**src/hw/gtu_pkg.sv**
```systemverilog
// constants, field positions and types for the split timer input and reload select block
// assumes one 40 MHz clock, word-aligned register port, byte offsets
//
// Functional notes
// - part source code: 00 clock, 01 global zero, 10 global one, 11 carry
// - eight part selectors, two bits each, first timer A-D then second timer A-D
// - parts A-C: reload bit 0 own overflow, 1 reload with next higher part
// - part D reload bit 1 follows the other timer's part A reload
// - carry select bit picks own or other timer's part D carry for part A
// - global count zero: low half wrap, rise, fall or both edges of line zero
// - global count one: high half wrap, rise, fall or both edges of line one
// - reserved bits read zero and ignore writes
// - output, trigger and request selectors pick part A, B, C or D overflow
// - selector order out, trigger, request from bit 0, second timer at bit 16
// - full views hold D C B A from top byte down, read and write
// - 24-bit count views read top byte zero and never touch part D
// - 24-bit reload views read top byte zero and never touch reload D
// - low input select serves whole third timer, or its low half when split
// - high input select acts only in split mode
// - seven 3-bit function selectors at bit 0,4,8,12,16,20,24
// - codes 000-011 pick lines 0-3, paired with triggers 00-11
// - codes 100-111 pick lines 4-7, paired with triggers 00-11 again
// - edge register sets the active edge per selected function
// - edge code 00 uses paired trigger, 01 rise, 10 fall, 11 both
// - selected line events are offered as request sources regardless of use
// - all registers clear to zero at reset
package gtu_pkg;

   localparam int unsigned GTU_ADDR_W = 8;

   localparam logic [7:0] GTU_OFS_INPUT_RELOAD = 8'h10;
   localparam logic [7:0] GTU_OFS_OUT_TRIG_REQ = 8'h14;
   localparam logic [7:0] GTU_OFS_LOW_INPUT = 8'h20;
   localparam logic [7:0] GTU_OFS_HIGH_INPUT = 8'h24;
   localparam logic [7:0] GTU_OFS_EDGE = 8'h28;
   localparam logic [7:0] GTU_OFS_T0_COUNT_FULL = 8'h34;
   localparam logic [7:0] GTU_OFS_T0_COUNT_LOW24 = 8'h38;
   localparam logic [7:0] GTU_OFS_T0_RELOAD_FULL = 8'h3c;
   localparam logic [7:0] GTU_OFS_T0_RELOAD_LOW24 = 8'h40;
   localparam logic [7:0] GTU_OFS_T1_COUNT_FULL = 8'h44;
   localparam logic [7:0] GTU_OFS_T1_COUNT_LOW24 = 8'h48;
   localparam logic [7:0] GTU_OFS_T1_RELOAD_FULL = 8'h4c;
   localparam logic [7:0] GTU_OFS_T1_RELOAD_LOW24 = 8'h50;

   // writable bits; everything else is reserved
   localparam logic [31:0] GTU_MASK_INPUT_RELOAD = 32'hf3ffffff;
   localparam logic [31:0] GTU_MASK_OUT_TRIG_REQ = 32'h0fff0fff;
   localparam logic [31:0] GTU_MASK_INPUT_SEL = 32'h07777777;
   localparam logic [31:0] GTU_MASK_EDGE = 32'h3fff3fff;
   localparam logic [31:0] GTU_MASK_LOW24 = 32'h00ffffff;
   localparam logic [31:0] GTU_RESET_VALUE = 32'h00000000;
   localparam logic [7:0] GTU_PART_RESET = 8'h00;
   localparam logic [7:0] GTU_PART_MAX = 8'hff;

   localparam int unsigned GTU_POS_RELOAD = 16;
   localparam int unsigned GTU_POS_CARRY = 24;
   localparam int unsigned GTU_POS_GLOBAL0 = 28;
   localparam int unsigned GTU_POS_GLOBAL1 = 30;
   localparam int unsigned GTU_POS_SECOND = 16;
   localparam int unsigned GTU_FUNC_STRIDE = 4;
   localparam int unsigned GTU_EDGE_STRIDE = 2;
   localparam int unsigned GTU_NUM_FUNC = 7;

   typedef enum logic [1:0] {
      GTU_SRC_CLOCK = 2'b00,
      GTU_SRC_GLOBAL0 = 2'b01,
      GTU_SRC_GLOBAL1 = 2'b10,
      GTU_SRC_CARRY = 2'b11
   } gtu_source_type;

   typedef enum logic [1:0] {
      GTU_EDGE_NONE = 2'b00,
      GTU_EDGE_RISE = 2'b01,
      GTU_EDGE_FALL = 2'b10,
      GTU_EDGE_BOTH = 2'b11
   } gtu_edge_type;

endpackage

```
**src/hw/gtu_split_timer.sv**
```systemverilog
// two split 8-bit-part timers with input, reload, carry and overflow routing,
// plus the input and edge selection for the third timer's functions
// assumes a simple strobe register port and ext lines arriving from pins
//
// Local design decisions: the placing of the registers and the address-and-strobe port.
`timescale 1ns/1ps
`default_nettype none

module gtu_split_timer
   import gtu_pkg::*;
(
   input wire logic clock,
   input wire logic reset,
   input wire logic [7:0] addr,
   input wire logic [31:0] wdata,
   input wire logic write_strobe,
   input wire logic read_strobe,
   output logic [31:0] rdata,
   input wire logic [7:0] external_input_line,
   input wire logic low_half_wrap_event,
   input wire logic high_half_wrap_event,
   input wire logic split_mode,
   output logic [3:0] timer_output,
   output logic [3:0] cross_timer_trigger,
   output logic [3:0] request_event,
   output logic [6:0] low_function_event,
   output logic [6:0] high_function_event,
   output logic [1:0] direction_level
);

   ////////////////////////////////////////////////////////////////////////
   // helpers

   // parts a write touches: all four, low three or none; count and reload alike
   function automatic logic [3:0] part_write_mask(input logic [7:0] a, input logic [7:0] full,
      input logic [7:0] low24);
      logic [3:0] m;
      m = 4'h0;
      if (a == full)
         m = 4'hf;
      else if (a == low24)
         m = 4'h7;
      return m;
   endfunction

   function automatic logic edge_pick(input logic [1:0] mode, input logic rise, input logic fall,
      input logic alt);
      logic hit;
      hit = 1'b0;
      unique case (gtu_edge_type'(mode))
         GTU_EDGE_NONE: hit = alt;
         GTU_EDGE_RISE: hit = rise;
         GTU_EDGE_FALL: hit = fall;
         GTU_EDGE_BOTH: hit = rise | fall;
      endcase
      return hit;
   endfunction

   ////////////////////////////////////////////////////////////////////////
   // control registers

   logic [31:0] input_reload_reg;
   logic [31:0] out_trig_req_reg;
   logic [31:0] low_half_input_select_reg;
   logic [31:0] high_half_input_select_reg;
   logic [31:0] input_edge_select_reg;
   logic wr_en;

   assign wr_en = write_strobe;

   always_ff @(posedge clock or posedge reset)
   begin
      if (reset)
      begin
         input_reload_reg <= GTU_RESET_VALUE;
         out_trig_req_reg <= GTU_RESET_VALUE;
         low_half_input_select_reg <= GTU_RESET_VALUE;
         high_half_input_select_reg <= GTU_RESET_VALUE;
         input_edge_select_reg <= GTU_RESET_VALUE;
      end
      else if (wr_en)
      begin
         if (addr == GTU_OFS_INPUT_RELOAD)
            input_reload_reg <= wdata & GTU_MASK_INPUT_RELOAD;
         if (addr == GTU_OFS_OUT_TRIG_REQ)
            out_trig_req_reg <= wdata & GTU_MASK_OUT_TRIG_REQ;
         if (addr == GTU_OFS_LOW_INPUT)
            low_half_input_select_reg <= wdata & GTU_MASK_INPUT_SEL;
         if (addr == GTU_OFS_HIGH_INPUT)
            high_half_input_select_reg <= wdata & GTU_MASK_INPUT_SEL;
         if (addr == GTU_OFS_EDGE)
            input_edge_select_reg <= wdata & GTU_MASK_EDGE;
      end
   end

   ////////////////////////////////////////////////////////////////////////
   // external lines: two-flop sync, then a third copy for edges

   logic [7:0] ext_meta_reg;
   logic [7:0] ext_sync_reg;
   logic [7:0] ext_last_reg;
   logic [7:0] ext_rise;
   logic [7:0] ext_fall;

   always_ff @(posedge clock or posedge reset)
   begin
      if (reset)
      begin
         ext_meta_reg <= 8'h00;
         ext_sync_reg <= 8'h00;
         ext_last_reg <= 8'h00;
      end
      else
      begin
         ext_meta_reg <= external_input_line;
         ext_sync_reg <= ext_meta_reg;
         ext_last_reg <= ext_sync_reg;
      end
   end

   assign ext_rise = ext_sync_reg & ~ext_last_reg;
   assign ext_fall = ~ext_sync_reg & ext_last_reg;

   ////////////////////////////////////////////////////////////////////////
   // global count inputs

   logic global_count_zero;
   logic global_count_one;

   assign global_count_zero = edge_pick(input_reload_reg[GTU_POS_GLOBAL0 +: 2], ext_rise[0],
      ext_fall[0], low_half_wrap_event);
   // code 00 follows the high half wrap; the low half wrap is not offered here
   assign global_count_one = edge_pick(input_reload_reg[GTU_POS_GLOBAL1 +: 2], ext_rise[1],
      ext_fall[1], high_half_wrap_event);

   ////////////////////////////////////////////////////////////////////////
   // timer parts: index t*4+p, p 0..3 for parts A..D

   logic [7:0] count_reg [0:7];
   logic [7:0] reload_reg [0:7];
   wire [7:0] part_ovf;
   wire [7:0] part_reload;
   logic [1:0] chain_carry_reg;
   logic [1:0] cross_reload_reg;
   logic [3:0] cnt_wmask [0:1];
   logic [3:0] rld_wmask [0:1];

   // cross-timer paths are registered: all-carry or all-concatenated setups
   // would otherwise form a combinational ring, at the cost of one cycle
   always_ff @(posedge clock or posedge reset)
   begin
      if (reset)
      begin
         chain_carry_reg <= 2'b00;
         cross_reload_reg <= 2'b00;
      end
      else
      begin
         chain_carry_reg[0] <= input_reload_reg[GTU_POS_CARRY] ? part_ovf[7] : part_ovf[3];
         chain_carry_reg[1] <= input_reload_reg[GTU_POS_CARRY + 1] ? part_ovf[3] : part_ovf[7];
         cross_reload_reg[0] <= part_reload[4];
         cross_reload_reg[1] <= part_reload[0];
      end
   end

   genvar gt, gp;
   generate
      for (gt = 0; gt < 2; gt++)
      begin : g_timer
         always_comb
         begin
            cnt_wmask[gt] = 4'h0;
            rld_wmask[gt] = 4'h0;
            if (wr_en)
            begin
               cnt_wmask[gt] = (gt == 0) ?
                  part_write_mask(addr, GTU_OFS_T0_COUNT_FULL, GTU_OFS_T0_COUNT_LOW24) :
                  part_write_mask(addr, GTU_OFS_T1_COUNT_FULL, GTU_OFS_T1_COUNT_LOW24);
               rld_wmask[gt] = (gt == 0) ?
                  part_write_mask(addr, GTU_OFS_T0_RELOAD_FULL, GTU_OFS_T0_RELOAD_LOW24) :
                  part_write_mask(addr, GTU_OFS_T1_RELOAD_FULL, GTU_OFS_T1_RELOAD_LOW24);
            end
         end

         for (gp = 0; gp < 4; gp++)
         begin : g_part
            localparam int IDX = gt * 4 + gp;
            logic [1:0] src;
            logic carry_in;
            logic step;
            logic rel;

            assign src = input_reload_reg[IDX * 2 +: 2];
            assign rel = input_reload_reg[GTU_POS_RELOAD + IDX];
            if (gp == 0)
            begin : g_low
               assign carry_in = chain_carry_reg[gt];
            end
            else
            begin : g_up
               assign carry_in = part_ovf[IDX - 1];
            end

            always_comb
            begin
               step = 1'b0;
               unique case (gtu_source_type'(src))
                  GTU_SRC_CLOCK: step = 1'b1;
                  GTU_SRC_GLOBAL0: step = global_count_zero;
                  GTU_SRC_GLOBAL1: step = global_count_one;
                  GTU_SRC_CARRY: step = carry_in;
               endcase
            end

            assign part_ovf[IDX] = step & (count_reg[IDX] == GTU_PART_MAX);
            if (gp < 3)
            begin : g_rel_abc
               assign part_reload[IDX] = rel ? part_reload[IDX + 1] : part_ovf[IDX];
            end
            else
            begin : g_rel_d
               assign part_reload[IDX] = rel ? cross_reload_reg[gt] : part_ovf[IDX];
            end

            // a software write wins over counting and reload in the same cycle
            always_ff @(posedge clock or posedge reset)
            begin
               if (reset)
                  count_reg[IDX] <= GTU_PART_RESET;
               else if (cnt_wmask[gt][gp])
                  count_reg[IDX] <= wdata[gp * 8 +: 8];
               else if (part_reload[IDX])
                  count_reg[IDX] <= reload_reg[IDX];
               else if (step)
                  count_reg[IDX] <= count_reg[IDX] + 8'h01;
            end

            always_ff @(posedge clock or posedge reset)
            begin
               if (reset)
                  reload_reg[IDX] <= GTU_PART_RESET;
               else if (rld_wmask[gt][gp])
                  reload_reg[IDX] <= wdata[gp * 8 +: 8];
            end
         end
      end
   endgenerate

   ////////////////////////////////////////////////////////////////////////
   // overflow routing: six selectors per timer

   wire [11:0] route_hit;
   logic [11:0] route_pulse_reg;

   genvar gs;
   generate
      for (gs = 0; gs < 12; gs++)
      begin : g_route
         localparam int T = gs / 6;
         localparam int J = gs % 6;
         logic [1:0] part_sel;
         assign part_sel = out_trig_req_reg[T * GTU_POS_SECOND + J * 2 +: 2];
         assign route_hit[gs] = part_ovf[T * 4 + int'(part_sel)];
      end
   endgenerate

   always_ff @(posedge clock or posedge reset)
   begin
      if (reset)
         route_pulse_reg <= 12'h000;
      else
         route_pulse_reg <= route_hit;
   end

   assign timer_output = {route_pulse_reg[7:6], route_pulse_reg[1:0]};
   assign cross_timer_trigger = {route_pulse_reg[9:8], route_pulse_reg[3:2]};
   assign request_event = {route_pulse_reg[11:10], route_pulse_reg[5:4]};

   ////////////////////////////////////////////////////////////////////////
   // third timer input selection, both halves

   wire [13:0] func_hit;
   wire [1:0] dir_hit;
   logic [13:0] func_event_reg;
   logic [1:0] dir_level_reg;

   genvar gh, gf;
   generate
      for (gh = 0; gh < 2; gh++)
      begin : g_half
         for (gf = 0; gf < GTU_NUM_FUNC; gf++)
         begin : g_func
            logic [2:0] code;
            logic [1:0] edge_mode;
            logic alt;
            // only count and the two reload/capture functions have a trigger pair
            localparam bit PAIRED = (gf == 0) || (gf == 5) || (gf == 6);
            if (gh == 0)
            begin : g_lo
               assign code = low_half_input_select_reg[gf * GTU_FUNC_STRIDE +: 3];
            end
            else
            begin : g_hi
               assign code = high_half_input_select_reg[gf * GTU_FUNC_STRIDE +: 3];
            end
            assign edge_mode = input_edge_select_reg[gh * GTU_POS_SECOND +
               gf * GTU_EDGE_STRIDE +: 2];
            assign alt = PAIRED ? route_pulse_reg[(int'(code[1]) * 6) + 2 + int'(code[0])]
               : 1'b0;
            assign func_hit[gh * GTU_NUM_FUNC + gf] = edge_pick(edge_mode, ext_rise[code],
               ext_fall[code], alt);
            if (gf == 3)
            begin : g_dir
               assign dir_hit[gh] = ext_sync_reg[code];
            end
         end
      end
   endgenerate

   always_ff @(posedge clock or posedge reset)
   begin
      if (reset)
      begin
         func_event_reg <= 14'h0000;
         dir_level_reg <= 2'b00;
      end
      else
      begin
         func_event_reg[6:0] <= func_hit[6:0];
         func_event_reg[13:7] <= split_mode ? func_hit[13:7] : 7'h00;
         dir_level_reg <= {dir_hit[1] & split_mode, dir_hit[0]};
      end
   end

   assign low_function_event = func_event_reg[6:0];
   assign high_function_event = func_event_reg[13:7];
   assign direction_level = dir_level_reg;

   ////////////////////////////////////////////////////////////////////////
   // read port: data in the cycle after the strobe, zero otherwise

   logic [31:0] read_value;
   logic [31:0] rdata_reg;

   always_comb
   begin
      read_value = GTU_RESET_VALUE;
      unique case (addr)
         GTU_OFS_INPUT_RELOAD: read_value = input_reload_reg;
         GTU_OFS_OUT_TRIG_REQ: read_value = out_trig_req_reg;
         GTU_OFS_LOW_INPUT: read_value = low_half_input_select_reg;
         GTU_OFS_HIGH_INPUT: read_value = high_half_input_select_reg;
         GTU_OFS_EDGE: read_value = input_edge_select_reg;
         GTU_OFS_T0_COUNT_FULL:
            read_value = {count_reg[3], count_reg[2], count_reg[1], count_reg[0]};
         GTU_OFS_T0_COUNT_LOW24:
            read_value = {8'h00, count_reg[2], count_reg[1], count_reg[0]};
         GTU_OFS_T0_RELOAD_FULL:
            read_value = {reload_reg[3], reload_reg[2], reload_reg[1], reload_reg[0]};
         GTU_OFS_T0_RELOAD_LOW24:
            read_value = {8'h00, reload_reg[2], reload_reg[1], reload_reg[0]};
         GTU_OFS_T1_COUNT_FULL:
            read_value = {count_reg[7], count_reg[6], count_reg[5], count_reg[4]};
         GTU_OFS_T1_COUNT_LOW24:
            read_value = {8'h00, count_reg[6], count_reg[5], count_reg[4]};
         GTU_OFS_T1_RELOAD_FULL:
            read_value = {reload_reg[7], reload_reg[6], reload_reg[5], reload_reg[4]};
         GTU_OFS_T1_RELOAD_LOW24:
            read_value = {8'h00, reload_reg[6], reload_reg[5], reload_reg[4]};
         default: read_value = GTU_RESET_VALUE;
      endcase
   end

   always_ff @(posedge clock or posedge reset)
   begin
      if (reset)
         rdata_reg <= GTU_RESET_VALUE;
      else if (read_strobe)
         rdata_reg <= read_value;
      else
         rdata_reg <= GTU_RESET_VALUE;
   end

   assign rdata = rdata_reg;

endmodule

`default_nettype wire

```
**config.mk**
```make
export PLATFORM = sky130hd
export DESIGN_NAME = gtu_split_timer
export DESIGN_NICKNAME = d
export VERILOG_FILES = /design/src/hw/gtu_pkg.sv /design/src/hw/gtu_split_timer.sv
export SDC_FILE = /design/constraint.sdc
export NUM_CORES = 1
export LEC_CHECK = 0
export ABC_AREA = 1
export BUFFER_PORTS_ARGS = -buffer_cell sky130_fd_sc_hd__buf_2
export CORE_MARGIN = 2
export CORE_UTILIZATION = 29
export DETAILED_ROUTE_END_ITERATION = 10
export PLACE_DENSITY = 0.46
export SLEW_MARGIN = 20
export SYNTH_ARGS = -nofsm -noshare
export SYNTH_HDL_FRONTEND = slang
export SYNTH_SLANG_ARGS = --single-unit
```
**constraint.sdc**
```tcl
create_clock -name clock -period 13.7 [get_ports clock]
set_clock_uncertainty 0.2 [all_clocks]
set_input_delay 2.74 -clock clock [delete_from_list [all_inputs] [get_ports clock]]
set_output_delay 2.74 -clock clock [all_outputs]
set_load 0.03 [all_outputs]
```
# Word-level counts from Yosys, hierarchy flattened
# Index checks and enable logic that the tools add are counted.
dict set report word_totals {
  reg_bits 340
  wordCells 434
  input_bits 55
}
dict set report op_classes {
  n_bitwise 29
  mux 181
  magnitude_cmp 32
  mul 6
  eq_ne 93
  add_sub_neg 26
  n_reduce_logical 37
}
# op count
set ops {}
lappend ops {{$pmux 32 s13} 1}
lappend ops {{$mux 8} 24}
lappend ops {{$bmux 1 s3} 36}
lappend ops {{$eq 2x2->1 const B} 48}
lappend ops {{$pmux 1 s4} 24}
lappend ops {{$mux 1} 70}
lappend ops {{$add 8x1->8 const B} 8}
lappend ops {{$eq 8x8->1 const B} 8}
lappend ops {{$lt 3x4->1 const B} 14}
lappend ops {{$eq 2x1->1 const B} 24}
lappend ops {{$eq 8x6->1 const B} 6}
lappend ops {{$logic_not 2->1} 24}
lappend ops {{$eq 8x7->1 const B} 5}
lappend ops {{$add 5x1->6} 6}
lappend ops {{$lt 6x5->1 const B} 6}
lappend ops {{$mux 32} 1}
lappend ops {{$mux 4} 8}
lappend ops {{$add 4x2->5 const B} 6}
lappend ops {{$add 3x2->4 const A} 6}
lappend ops {{$bmux 1 s4} 6}
lappend ops {{$lt 2x4->1 const B} 6}
lappend ops {{$lt 4x4->1 const B} 6}
lappend ops {{$reduce_bool 3->1} 8}
lappend ops {{$mul 1x2->3 const B} 6}
lappend ops {{9 further kinds} 47}

# Longest topological paths before layout
# Gate-level depths: netlist of the first run.
dict set report logic_depth {
  word_depth 18
  mapped_depth 25
  depth_no_buf 24
}

# Worst setup path after synthesis of the first run
# No wires, ideal clock.
dict set report synth_timing {
  path_kind {input to register}
  from {input addr[6]}
  to {register reload_reg[17] (netlist bit)}
  cell_stages 13
  t_arrival_ns 4.417
  slack_ns 8.952
  setup_time_ns 0.130
  cell_sequence {inv_1 -> nor2_1 -> inv_1 -> nor3_1 -> inv_1 -> nor2_1 -> inv_1 -> o21ai_1 -> nand2_1 -> clkbuf_1 -> clkbuf_1 -> nand2_1 -> o21ai_0}
}
dict set report synth_between {
  elab_chain_cells 4
  elab_cells_between_ends 5
  cone_classes {2 x eq/ne; 3 x mux}
}
# item line_no
set synth_rtl {}
lappend synth_rtl {{start: declaration} gtu_split_timer.sv:14} ;# input wire logic [7:0] addr,
lappend synth_rtl {{$eq 8x7->1} gtu_split_timer.sv:41} ;# else if (a == low24)
lappend synth_rtl {{$mux 3} gtu_split_timer.sv:41}
lappend synth_rtl {{$mux 4 (*)} gtu_split_timer.sv:39} ;# if (a == full)
lappend synth_rtl {{$mux 4 (*)} gtu_split_timer.sv:174} ;# if (wr_en)
lappend synth_rtl {{end signal: indexed assignment} gtu_split_timer.sv:243} ;# reload_reg[IDX] <= wdata[gp * 8 +: 8];
lappend synth_rtl {{end: declaration} gtu_split_timer.sv:140} ;# logic [7:0] reload_reg [0:7];
# Every way passes the cells marked *; elsewhere a longest branch is shown, timed or not.
# A chain may end at the register's enable or synchronous reset.

# Final worst setup path of the first run
dict set report layout_timing {
  from {input addr[1]}
  to {register count_reg[10] (netlist bit)}
}
dict set report layout_between {
  elab_chain_cells 5
  elab_cells_between_ends 7
  cone_classes {2 x eq/ne; 4 x mux; 1 x reduce/logical}
}
# item line_no
set layout_rtl {}
lappend layout_rtl {{$eq 8x7->1} gtu_split_timer.sv:41}
lappend layout_rtl {{$mux 3} gtu_split_timer.sv:41}
lappend layout_rtl {{$mux 4 (*)} gtu_split_timer.sv:39}
lappend layout_rtl {{$mux 4 (*)} gtu_split_timer.sv:174}
lappend layout_rtl {{$reduce_bool 3->1 (no line) or $mux 8 (tied branches)} n/a}
lappend layout_rtl {{end signal: indexed assignment} gtu_split_timer.sv:231} ;# count_reg[IDX] <= wdata[gp * 8 +: 8];
lappend layout_rtl {{end signal: indexed assignment} gtu_split_timer.sv:233} ;# count_reg[IDX] <= reload_reg[IDX];
lappend layout_rtl {{end signal: indexed assignment} gtu_split_timer.sv:235} ;# count_reg[IDX] <= count_reg[IDX] + 8'h01;
lappend layout_rtl {{end: declaration} gtu_split_timer.sv:139} ;# logic [7:0] count_reg [0:7];
# Marks and branches as above.

==> results.md, run 1 <==
| Item | Reported | Unit |
|---|---|---|
| I/O Pins | 115 | - |
| Class of the tightest hold or removal check | reg -> reg | - |
| Transition time of the tightest slew-check pin | 1.11 | ns |
| Reg-to-reg endpoint | count_reg[6] | - |
| Starting Density | 29.4 | % |
| Clock latency reported for the late side of the worst-skew pair | 0.59 | ns |
| Synth top area share | 45.8 | % |
| TritonCTS clock tree | done | - |
| Maximum number of pins on one net before global-route repair | 108 | - |
| Endpoints failing hold | 0 | - |
| Area of the core region | 63,200 | um2 |
| Global-route wire length before repair | 117 | mm |
| NumNets Final | 2,563 | - |
| Total power divided by cell area | 147 | nW/um2 |
| Total Power Consumption | 3.17 | mW |
| Launching element type of the critical path | input pin | - |
| Critical path start-end classification | in -> reg | - |
| Total cell area at the placement stage | 20,000 | um2 |
| Fraction of final layout cells sized beyond drive strength 1 | 10.6 | % |
| Share of synthesized flip-flops with an asynchronous set or reset | 100 | % |
| Count of mapped cells out of synthesis | 2,408 | - |
| Cell area after technology mapping | 18,600 | um2 |
| Number of levels in the clock H-tree | 2 | - |
| Total length of routed wires | 78.9 | mm |
| Number of failing setup endpoints in the final timing report | 0 | - |
| Number of nets produced by synthesis | 2,476 | - |
| Switching part of the total | 32.7 | % |
| Via count of the first global-routing pass | 17,200 | - |
| Number of distinct standard cells referenced by the synthesized netlist | 53 | - |
| Result of the run | finished, final reports clean | - |
| Count of non-filler cells in the finished layout | 3,379 | - |
| Largest voltage drop on the vdd net | 0.0789 | mV |
| Fill cells | 6,649 | - |
| Fin util | 34.1 | % |
| Post-route cell area | 21,600 | um2 |
| Share of the synthesized netlist area taken by xor and xnor gates | 1.88 | % |
| Data arrival time of the worst path | 6.37 | ns |
| Placer congestion estimate | 0.940 | - |
| DRC violations left | 0 | - |
| Die outline area | 66,100 | um2 |
| Share of synthesized cell area in and, or, nand and nor gates | 20.1 | % |
| Worst hold stages | 0 | - |
| Register share of total power | 41.8 | % |
| Nature of the critical path endpoint | flop | - |
| Total CTS buffers | 43 | - |
| Setup tns final | 0 | ns |
| Worst-case setup slack after placement | 7.03 | ns |
| Fraction of the yosys area taken by sequential cells | 45.8 | % |
| Worst slew margin relative to its limit | 26.0 | % |
| Commonest register cell after synthesis | dfrtp_1 | - |
| Chip Width | 257 | um |
| Internal power | 2.13 | mW |
| Cell at the root of the clock tree | clkbuf_16 | - |
| Number of cell rows | 92 | - |
| Clock power frac | 39.2 | % |
| Share of the clock period used by the worst path | 44.8 | % |
| Detail-routed via count per cell | 5.35 | - |
| Number of port buffers | 114 | - |
| Time the final worst path needs with I/O delays and setup | 6.14 | ns |
| Fmax | 0.163 | GHz |
| Max Cap Viol | 0 | - |
| Cell total after placement | 3,296 | - |
| End point of the worst hold path | ext_sync_reg[0] | - |
| Number of storage elements in the synthesis netlist | 340 | - |
| Total of warnings raised by yosys | 0 | - |
| Mux cell area share after synthesis | 0 | % |
| Sw power | 1.04 | mW |
| Growth of design area from synthesis to finish | 16.0 | % |
| Total iterations of the first detailed-routing run | 5 | - |
| Final number of max-transition violations | 0 | - |
| Cell depth of the worst flop-to-flop path | 18 | - |
| Post-cts resize count | 0 | - |
| GRT Overall Usage | 23.5 | % |
| Number of antenna violations at the first check in global routing | 3 | - |
| Critical Path RT | 13.93 | ns |
| Routed vias | 18,100 | - |
| DRC violation total after the first TritonRoute iteration | 1,731 | - |
| HPWL after detailed placement | 57.5 | mm |
| CTS sink count | 340 | - |
| Gate power share | 19.0 | % |
| Post-route worst hold slack | 0.150 | ns |
| Area leader, netlist | dfrtp_1 | - |
| Combinational family with the most area after synthesis | compound AO/OA/AOI/OAI gates | - |
| Vertical die dimension | 257 | um |
| Most common cell after layout, fill and taps aside | nand2_1 | - |
| Worst Hold Launch | ext_meta_reg[0] | - |
| Worst-path maximum fanout | 27 | - |
| R2R Setup Slk | 9.39 | ns |
| Setup slack of the critical path after layout | 7.56 | ns |
| Number of flops mapped to enable cells by yosys | 0 | - |
| Max Root-Sink Buffers | 3 | - |
| Leakage Power | 9.65 | nW |
| Synth Area per Inst | 7.72 | um2 |
| Startpoint of the most critical register-to-register path | ext_sync_reg[1] | - |
| Top area cells in the synthesized netlist | dfrtp_1 46%, o21ai_0 11%, nand2_1 11%, inv_1 5.3%, a21oi_1 4.2% | - |
| DRT antenna net count | 0 | - |
| Clock transition at the registers of the reported paths | 0.06 | ns |
| Total overflow reported by the global router | 0 | - |
| Setup bufs post-CTS | 0 | - |
| Synthesized-area fraction occupied by adder cells | 0.875 | % |
| Quantity of hold-fixing buffers added after cts | 0 | - |
| Compound-cell area share of the yosys netlist | 23.5 | % |
| RSZ-0062 raised after global routing | no | - |
| Highest-count cells in the layout ignoring fill and taps | 534 x nand2_1, 415 x o21ai_0, 340 x dfrtp_1, 261 x inv_1, 157 x a21oi_1 | - |
| Routed wire length per instance | 23.4 | um |
-- cell type report --
type / instances / area, um2 / share of cell area [%]
clock inverter: 20 / 297 / 1.38
clock buffer: 57 / 1220 / 5.65
multi-input combinational: 1692 / 8650 / 40.1
inverter: 281 / 1070 / 4.96
timing repair buffer: 137 / 743 / 3.45
tap: 846 / 1060 / 4.91
antenna: 6 / 15.0 / 0.0696
sequential: 340 / 8510 / 39.5
-- per-layer routing --
metal  global-route usage (%)  vias to the layer above  routed length (um)
met2                     36.9                      711               35600
li1                         -                     8349                   -
met3                     3.95                      119                5410
met5                        0                        -                   0
met1                     33.0                     8882               35600
met4                     7.22                        0                2270
-- power by group through the flow --
| stage | sequential, mW | combinational (mW) | clock (mW) |
|---|---|---|---|
| floorplan | 1.28 | 0.448 | 0 |
| global placement | 1.34 | 0.599 | 0 |
| detailed placement | 1.34 | 0.603 | 0 |
| CTS | 1.32 | 0.605 | 1.27 |
| global route | 1.34 | 0.694 | 1.31 |
| finish | 1.33 | 0.603 | 1.24 |
-- cell usage after synthesis, drive strengths merged, types with 14 or more instances --
library cell / count
nand2: 547
o21ai: 421
dfrtp: 340
inv: 270
a21oi: 158
nor2: 145
nand3: 137
clkbuf: 82
o22ai: 36
xor2: 32
a221oi: 28
a22oi: 28
o211ai: 27
nor3: 22
a31oi: 14
a41oi: 14
-- kinds of logic after synthesis --
family / Yosys count
xor+xnor: 40
fa+ha+maj: 13
compound gates: 769
simple gates: 870
buf+inv: 376
flops: 340
-- critical path, stage by stage --
cell      delay [ns]
buf_2           0.09
nor2_1          0.09
inv_1           0.07
nor3_1          0.19
inv_1           0.11
nand2_1         0.10
nand2_1         0.37
nor2_1          0.74
clkinv_1        0.96
nand2_1         0.54
inv_1           0.13
o211ai_1        0.11
o211ai_1        0.11
-- worst max path at each step --
stage	slack, ns	startpoint	to	cells past startpoint
2_1_floorplan	1.34	reset	chain_carry_reg[0]	1
3_3_place_gp	7.13	addr[1]	count_reg[10]	13
3_5_place_dp	7.03	addr[1]	count_reg[10]	13
4_1_cts	7.62	addr[1]	count_reg[10]	13
5_1_grt	7.23	addr[1]	count_reg[10]	13
6_report	7.56	addr[1]	count_reg[10]	13
No activity file was read; power rests on OpenSTA's default activity.
==> inputs of run 2 (changes only) <==
Settings changed: ABC_AREA 1 to 0.
Clock period 13.7 ns to 6.2 ns, I/O delays scaled along.
==> run 2 against run 1 <==
- area after synthesis up 1.1%
- register-to-register slack worse by 7.6 ns
- non-clock buffer count up 11
- critical path depth down 2
- first-iteration DRC count down 12%
- setup slack worse by 5.8 ns
- clock power up 110%
- final cell count down 24%
- count of clock-buffer cells in the layout up 6
- wire length down 11%
- cell area up 0.71%
- critical endpoint is now count_reg[54]
- largest power group unchanged
==> results.md, run 2 <==
| Item | Reported | Unit | vs previous |
|---|---|---|---|
| Result of the run | finished, final reports clean | - |  |
| Fraction of the yosys area taken by sequential cells | 45.2 | % | -0.52 points |
| Number of port buffers | 114 | - | unchanged |
| Clock latency reported for the late side of the worst-skew pair | 0.58 | ns | about the same |
| GRT Overall Usage | 20.9 | % | -2.6 points |
| Chip Width | 259 | um | +0.56% |
| Top area cells in the synthesized netlist | dfrtp_1 45%, mux2_2 13%, mux4_2 9.0%, nand2_1 2.5%, mux2i_1 2.2% | - |  |
| DRC violations left | 0 | - | unchanged |
| Routed vias | 14,600 | - | -19% |
| Setup tns final | 0 | ns | unchanged |
| Cell at the root of the clock tree | clkbuf_16 | - |  |
| R2R Setup Slk | 1.79 | ns | -7.60 ns |
| Highest-count cells in the layout ignoring fill and taps | 340 x dfrtp_1, 225 x mux2_2, 126 x nand2_1, 114 x buf_2, 75 x mux4_2 | - |  |
| Crit path from | ext_last_reg[0] | - |  |
| Fraction of final layout cells sized beyond drive strength 1 | 32.8 | % | +22 points |
| Die outline area | 66,900 | um2 | +1.1% |
| Setup bufs post-CTS | 0 | - | unchanged |
| Leakage Power | 9.47 | nW | -1.8% |
| Quantity of hold-fixing buffers added after cts | 0 | - | unchanged |
| Most frequent cell after synthesis | dfrtp_1 | - |  |
| Class of the tightest hold or removal check | reg -> reg | - |  |
| Share of synthesized flip-flops with an asynchronous set or reset | 100 | % | unchanged |
| ANT cells | 0 | - | -6 |
| Total power divided by cell area | 317 | nW/um2 | +120% |
| Endpoints failing hold | 0 | - | unchanged |
| Max Root-Sink Buffers | 3 | - | unchanged |
| Time the final worst path needs with I/O delays and setup | 4.41 | ns |  |
| TritonCTS clock tree | done | - |  |
| Worst-path maximum fanout | 17 | - | -37% |
| Total CTS buffers | 42 | - | -2.3% |
| DRC violation total after the first TritonRoute iteration | 1,521 | - | -12% |
| Starting Density | 29.3 | % | -0.14 points |
| Vertical die dimension | 259 | um | +0.56% |
| Most common cell after layout, fill and taps aside | dfrtp_1 | - |  |
| Post-cts resize count | 0 | - | unchanged |
| Total cell area at the placement stage | 20,200 | um2 | +1.1% |
| Number of flops mapped to enable cells by yosys | 0 | - | unchanged |
| Total overflow reported by the global router | 0 | - | unchanged |
| Number of antenna violations at the first check in global routing | 3 | - | unchanged |
| RSZ-0062 raised after global routing | no | - |  |
| Number of cell rows | 93 | - | +1.1% |
| Fmax | 0.227 | GHz |  |
| Launching element type of the critical path | flop | - |  |
| DRT antenna net count | 0 | - | unchanged |
| Placer congestion estimate | 0.865 | - | -8.0% |
| Cell depth of the worst flop-to-flop path | 11 | - | -7 |
| List of most frequent post-synthesis cells | 340 x dfrtp_1, 225 x mux2_2, 126 x nand2_1 | - |  |
| I/O Pins | 115 | - | unchanged |
| Number of levels in the clock H-tree | 2 | - | unchanged |
| Worst-case setup slack after placement | 1.60 | ns | -5.43 ns |
| Number of distinct standard cells referenced by the synthesized netlist | 80 | - | +51% |
| Largest voltage drop on the vdd net | 0.168 | mV | +110% |
| Setup slack of the critical path after layout | 1.79 | ns | -5.77 ns |
| Nature of the critical path endpoint | flop | - |  |
| CTS sink count | 340 | - | unchanged |
| Transition time of the tightest slew-check pin | 1.12 | ns | +0.0115 ns |
| Count of mapped cells out of synthesis | 1,602 | - | -33% |
| Clock transition at the registers of the reported paths | 0.06 | ns | about the same |
| Capturing instance or port of the critical path | count_reg[54] | - |  |
| Share of the clock period used by the worst path | 71.2 | % |  |
| Number of nets produced by synthesis | 1,670 | - | -33% |
| Growth of design area from synthesis to finish | 15.5 | % |  |
| Global-route wire length before repair | 103 | mm | -12% |
| Maximum number of pins on one net before global-route repair | 141 | - | +31% |
| Commonest register cell after synthesis | dfrtp_1 | - |  |
| Fill cells | 6,461 | - | -2.8% |
| Via count of the first global-routing pass | 14,600 | - | -15% |
| NumNets Final | 1,734 | - | -32% |
| Max Cap Viol | 0 | - | unchanged |
| Final number of max-transition violations | 0 | - | unchanged |
| Routed wire length per instance | 27.5 | um | +18% |
| Number of storage elements in the synthesis netlist | 340 | - | unchanged |
| Startpoint of the most critical register-to-register path | ext_last_reg[0] | - |  |
| Data arrival time of the worst path | 4.68 | ns | -1.69 ns |
| Synth Area per Inst | 11.7 | um2 | +52% |
| HPWL after detailed placement | 49.4 | mm | -14% |
| Synth top area share | 45.2 | % | -0.52 points |
| Critical Path RT | 6.47 | ns | -7.46 ns |
| Reg-to-reg endpoint | count_reg[54] | - |  |
| Total length of routed wires | 70.1 | mm | -11% |
| Total iterations of the first detailed-routing run | 7 | - | +2 |
| Detail-routed via count per cell | 5.73 | - | +7.2% |
| Area of the core region | 64,200 | um2 | +1.6% |
| Total of warnings raised by yosys | 0 | - | unchanged |
| Number of failing setup endpoints in the final timing report | 0 | - | unchanged |
| Worst slew margin relative to its limit | 25.2 | % | -0.85 points |
| Critical path start-end classification | reg -> reg | - |  |
| Post-route cell area | 21,700 | um2 | +0.71% |
| Total Power Consumption | 6.88 | mW | +120% |
| Area leader, netlist | dfrtp_1 | - |  |
| Cell area after technology mapping | 18,800 | um2 | +1.1% |
==> run 2: changes by cell type after synthesis, moves of 67 or more <==
cell,before,now
inv_1,262,35
nor2_1,144,77
nand2_1,537,126
mux4_2,0,75
mux2_2,0,225
o21ai_0,415,46
a21oi_1,157,36
nand3_1,116,36
==> run 2: worst min path at each step <==
stage	from	end	slack [ns]	cells after the start
5_1_grt	ext_meta_reg[5]	ext_sync_reg[5]	0.15	0
4_1_cts	ext_meta_reg[5]	ext_sync_reg[5]	0.15	0
3_3_place_gp	ext_meta_reg[2]	ext_sync_reg[2]	0.13	0
3_5_place_dp	ext_meta_reg[5]	ext_sync_reg[5]	0.13	0
6_report	ext_meta_reg[5]	ext_sync_reg[5]	0.15	0
2_1_floorplan	ext_meta_reg[0]	ext_sync_reg[0]	0.13	0
==> run 2: kinds of logic after synthesis <==
group | Yosys count | synth area share, %
AOI/OAI and AO/OA | 368 | 14.7
xor gates and xnor gates | 28 | 1.30
adders and majority gates | 13 | 0.865
buffers and inverters | 164 | 3.51
DFF | 340 | 45.2
muxes | 352 | 25.9
and+or+nand+nor | 337 | 8.46
==> run 2: where the power goes <==
| group | switching (mW) | leakage [nW] | internal, mW | total, mW |
|---|---|---|---|---|
| clock network | 1.01 | 0.719 | 1.60 | 2.61 |
| logic | 0.610 | 4.24 | 0.640 | 1.25 |
| registers | 0.495 | 4.51 | 2.52 | 3.01 |
| total | 2.12 | 9.47 | 4.76 | 6.88 |
==> run 2: metal layers <==
layer,vias to the layer above,share of wire [%],track usage [%]
met2,589,45,32.5
met5,-,0.010,0
met1,7672,46,30.1
li1,6246,-,-
met3,108,6.2,3.03
met4,2,2.8,6.20
==> run 2: area by class of cell <==
type / instances / area [um2] / area share (%)
multi-input cells: 1098 / 9690 / 44.6
flip-flops and latches: 340 / 8510 / 39.2
clock buffers: 63 / 1290 / 5.95
well taps: 855 / 1070 / 4.93
repair buffers: 148 / 851 / 3.92
clock inverters: 12 / 169 / 0.778
inverters: 36 / 139 / 0.640
==> run 2: stage by stage <==
stage | std cells | hold slack, ns | utilization (%)
floorplan | 1602 | 0.131 | -
global placement | 2477 | 0.133 | 31.5
detailed placement | 2477 | 0.135 | 31.5
CTS | 2552 | 0.147 | 33.8
global route | 2552 | 0.150 | 33.8
finish | 2552 | 0.145 | 33.8
==> run 2: worst max-delay path, stage by stage (launching register included) <==
cell and delay [ns]:
dfrtp_1 0.40, inv_1 0.06, ha_1 0.62, inv_1 0.08, mux4_2 0.60, o211a_1 0.30, o21ai_2 0.30, o21a_4 0.26
a22o_1 0.75, a21o_2 0.31, a21oi_1 0.07, o41ai_1 0.33
==> inputs of run 3 (changes only) <==
Settings changed: PLACE_DENSITY 0.46 to 0.48.
Clock period 6.2 ns to 3.54 ns, I/O delays scaled along.
==> run 3 against run 2 <==
- power is 74% higher
- fmax is 28% higher
- count of clock-buffer cells in the layout is 3 lower
- critical endpoint is now count_reg[34]
- setup slack worse by 1.7 ns
- sequential share of layout area is 1.3 points lower
==> results.md, run 3 (synthesized netlist as in run 2, its figures left out) <==
| Item | Reported | Unit | vs previous |
|---|---|---|---|
| Worst-case setup slack after placement | 0.00271 | ns | -1.60 ns |
| Transition time of the tightest slew-check pin | 0.887 | ns | -0.234 ns |
| Cell depth of the worst flop-to-flop path | 11 | - | unchanged |
| Total CTS buffers | 41 | - | -2.4% |
| End point of the worst hold path | ext_meta_reg[2] | - |  |
| Max Cap Viol | 0 | - | unchanged |
| Vertical die dimension | 259 | um | unchanged |
| CTS sink count | 340 | - | unchanged |
| Detail-routed via count per cell | 5.69 | - | -0.71% |
| Cell chain of the critical path | inv_1, ha_1, mux4_2, o211a_1, o21ai_4, o21a_4, a21o_1, buf_12, mux2_2, a22oi_1, a21oi_1 | - |  |
| Fraction of final layout cells sized beyond drive strength 1 | 35.8 | % | +3.0 points |
| Starting Density | 29.3 | % | unchanged |
| Post-route worst hold slack | 0.0445 | ns | -0.101 ns |
| Critical Path RT | 3.76 | ns | -2.71 ns |
| Die outline area | 66,900 | um2 | unchanged |
| Placer congestion estimate | 0.905 | - | +4.7% |
| Total overflow reported by the global router | 0 | - | unchanged |
| Fmax | 0.290 | GHz | +28% |
| DRC violations left | 0 | - | unchanged |
| Area of the core region | 64,200 | um2 | unchanged |
| Gate family responsible for the most delay along the worst path | compound AO/OA/AOI/OAI gates | - |  |
| Highest-count cells in the layout ignoring fill and taps | 340 x dfrtp_1, 225 x mux2_2, 124 x nand2_1, 114 x buf_2, 91 x buf_4 | - |  |
| Global-route wire length before repair | 103 | mm | about the same |
| Number of cell rows | 93 | - | unchanged |
| Final number of max-transition violations | 0 | - | unchanged |
| Worst-path maximum fanout | 13 | - | -4 |
| Data arrival time of the worst path | 3.67 | ns | -1.01 ns |
| Total power divided by cell area | 532 | nW/um2 | +68% |
| Time the final worst path needs with I/O delays and setup | 3.44 | ns | -0.969 ns |
| Maximum cell stage delay along the critical path | 0.59 | ns | -0.16 ns |
| Setup slack of the critical path after layout | 0.0960 | ns | -1.69 ns |
| Via count of the first global-routing pass | 14,800 | - | +1.6% |
| Number of failing setup endpoints in the final timing report | 0 | - | unchanged |
| Routed vias | 14,900 | - | +2.2% |
| I/O Pins | 115 | - | unchanged |
| HPWL after detailed placement | 49.9 | mm | +0.98% |
| Maximum number of pins on one net before global-route repair | 105 | - | -26% |
| Share of the clock period used by the worst path | 97.3 | % | +26 points |
| DRT antenna net count | 0 | - | unchanged |
| Critical path start-end classification | reg -> reg | - |  |
| Class of the tightest hold or removal check | in -> reg | - |  |
| Routed wire length per instance | 26.6 | um | -3.2% |
| Fill cells | 6,353 | - | -1.7% |
| Sum of buffers and inverters on the critical path | 2 | - | unchanged |
| NumNets Final | 1,810 | - | +4.4% |
| Chip Width | 259 | um | unchanged |
| GRT Overall Usage | 20.8 | % | -0.064 points |
| Cell at the slowest stage of the critical path | mux4_2 | - |  |
| Endpoints failing hold | 0 | - | unchanged |
| Growth of design area from synthesis to finish | 19.5 | % |  |
| Worst hold stages | 1 | - | +1 |
| Number of levels in the clock H-tree | 2 | - | unchanged |
| Max Root-Sink Buffers | 3 | - | unchanged |
| Number of port buffers | 114 | - | unchanged |
| Total length of routed wires | 69.8 | mm | -0.36% |
| Clock transition at the registers of the reported paths | 0.06 | ns | about the same |
| Most common cell after layout, fill and taps aside | dfrtp_1 | - |  |
| Number of antenna violations at the first check in global routing | 4 | - | +1 |
| Post-route cell area | 22,500 | um2 | +3.5% |
| Worst slew margin relative to its limit | 40.9 | % | +16 points |
| Total cell area at the placement stage | 21,000 | um2 | +3.6% |
| Fin util | 35.0 | % | +1.2 points |
| Largest voltage drop on the vdd net | 0.258 | mV | +54% |
| Result of the run | finished, final reports clean | - |  |
| Cell at the root of the clock tree | clkbuf_16 | - |  |
| R2R Setup Slk | 0.1 | ns | -1.69 ns |
| Nature of the critical path endpoint | flop | - |  |
| DRC violation total after the first TritonRoute iteration | 1,411 | - | -7.2% |
| Startpoint of the most critical register-to-register path | ext_sync_reg[0] | - |  |
| Total iterations of the first detailed-routing run | 6 | - | -1 |
| Clock latency reported for the late side of the worst-skew pair | 0.58 | ns | about the same |
| Worst Hold Launch | external_input_line[2] | - |  |
| Leakage Power | 9.88 | nW | +4.3% |
| TritonCTS clock tree | done | - |  |
| Reg-to-reg endpoint | count_reg[34] | - |  |
| Launching element type of the critical path | flop | - |  |
-- run 3: repair_timing --
action                                  4_1_cts  5_1_grt
hold endpoints to repair                      4        0
endpoints found under the setup margin        0       41
gates resized for setup                       0       18
hold buffers                                  1        0
buffers inserted                              0        4
-- run 3: where the power goes --
group	switching (mW)	internal [mW]	total (mW)	leakage [nW]
logic	1.15	1.20	2.35	4.69
clock network	1.74	2.64	4.38	0.675
registers	0.804	4.41	5.22	4.51
-- run 3: stage by stage --
step / instances / setup TNS, ns / power [mW]
3_3_place_gp: 2549 / 0 / 7.51
3_5_place_dp: 2549 / 0 / 7.56
5_1_grt: 2628 / -0.216 / 12.5
4_1_cts: 2623 / 0 / 12.0
6_report: 2628 / 0 / 11.9
2_1_floorplan: 1602 / -650.94 / 6.72
-- run 3: per-layer routing --
layer  routed length, um  share of wire (%)  GRT usage (%)
met1               31100                 45           29.4
met2               31700                 45           31.9
met3                5090                7.3           4.66
met4                1950                2.8           6.26
met5                   0                  0              0
-- run 3: final cells by class --
class                           instances  area (um2)  area share [%]
Antenna cell                            1        2.50          0.0111
Clock buffer                           60        1200            5.34
Clock inverter                         13         171           0.763
Inverter                               36         139           0.618
Multi-Input combinational cell       1098        9750            43.4
Sequential cell                       340        8510            37.9
Tap cell                              855        1070            4.76
Timing Repair Buffer                  225        1630            7.24
-- run 3: how the worst max path moves through the flow --
stage / end / startpoint / depth (start not counted)
final: count_reg[34] / ext_sync_reg[0] / 11
after global routing: count_reg[4] / ext_sync_reg[0] / 11
after CTS: count_reg[54] / ext_sync_reg[0] / 11
after detailed placement: count_reg[34] / low_half_wrap_event / 11
after global placement: count_reg[34] / low_half_wrap_event / 11
after floorplan: chain_carry_reg[0] / reset / 1
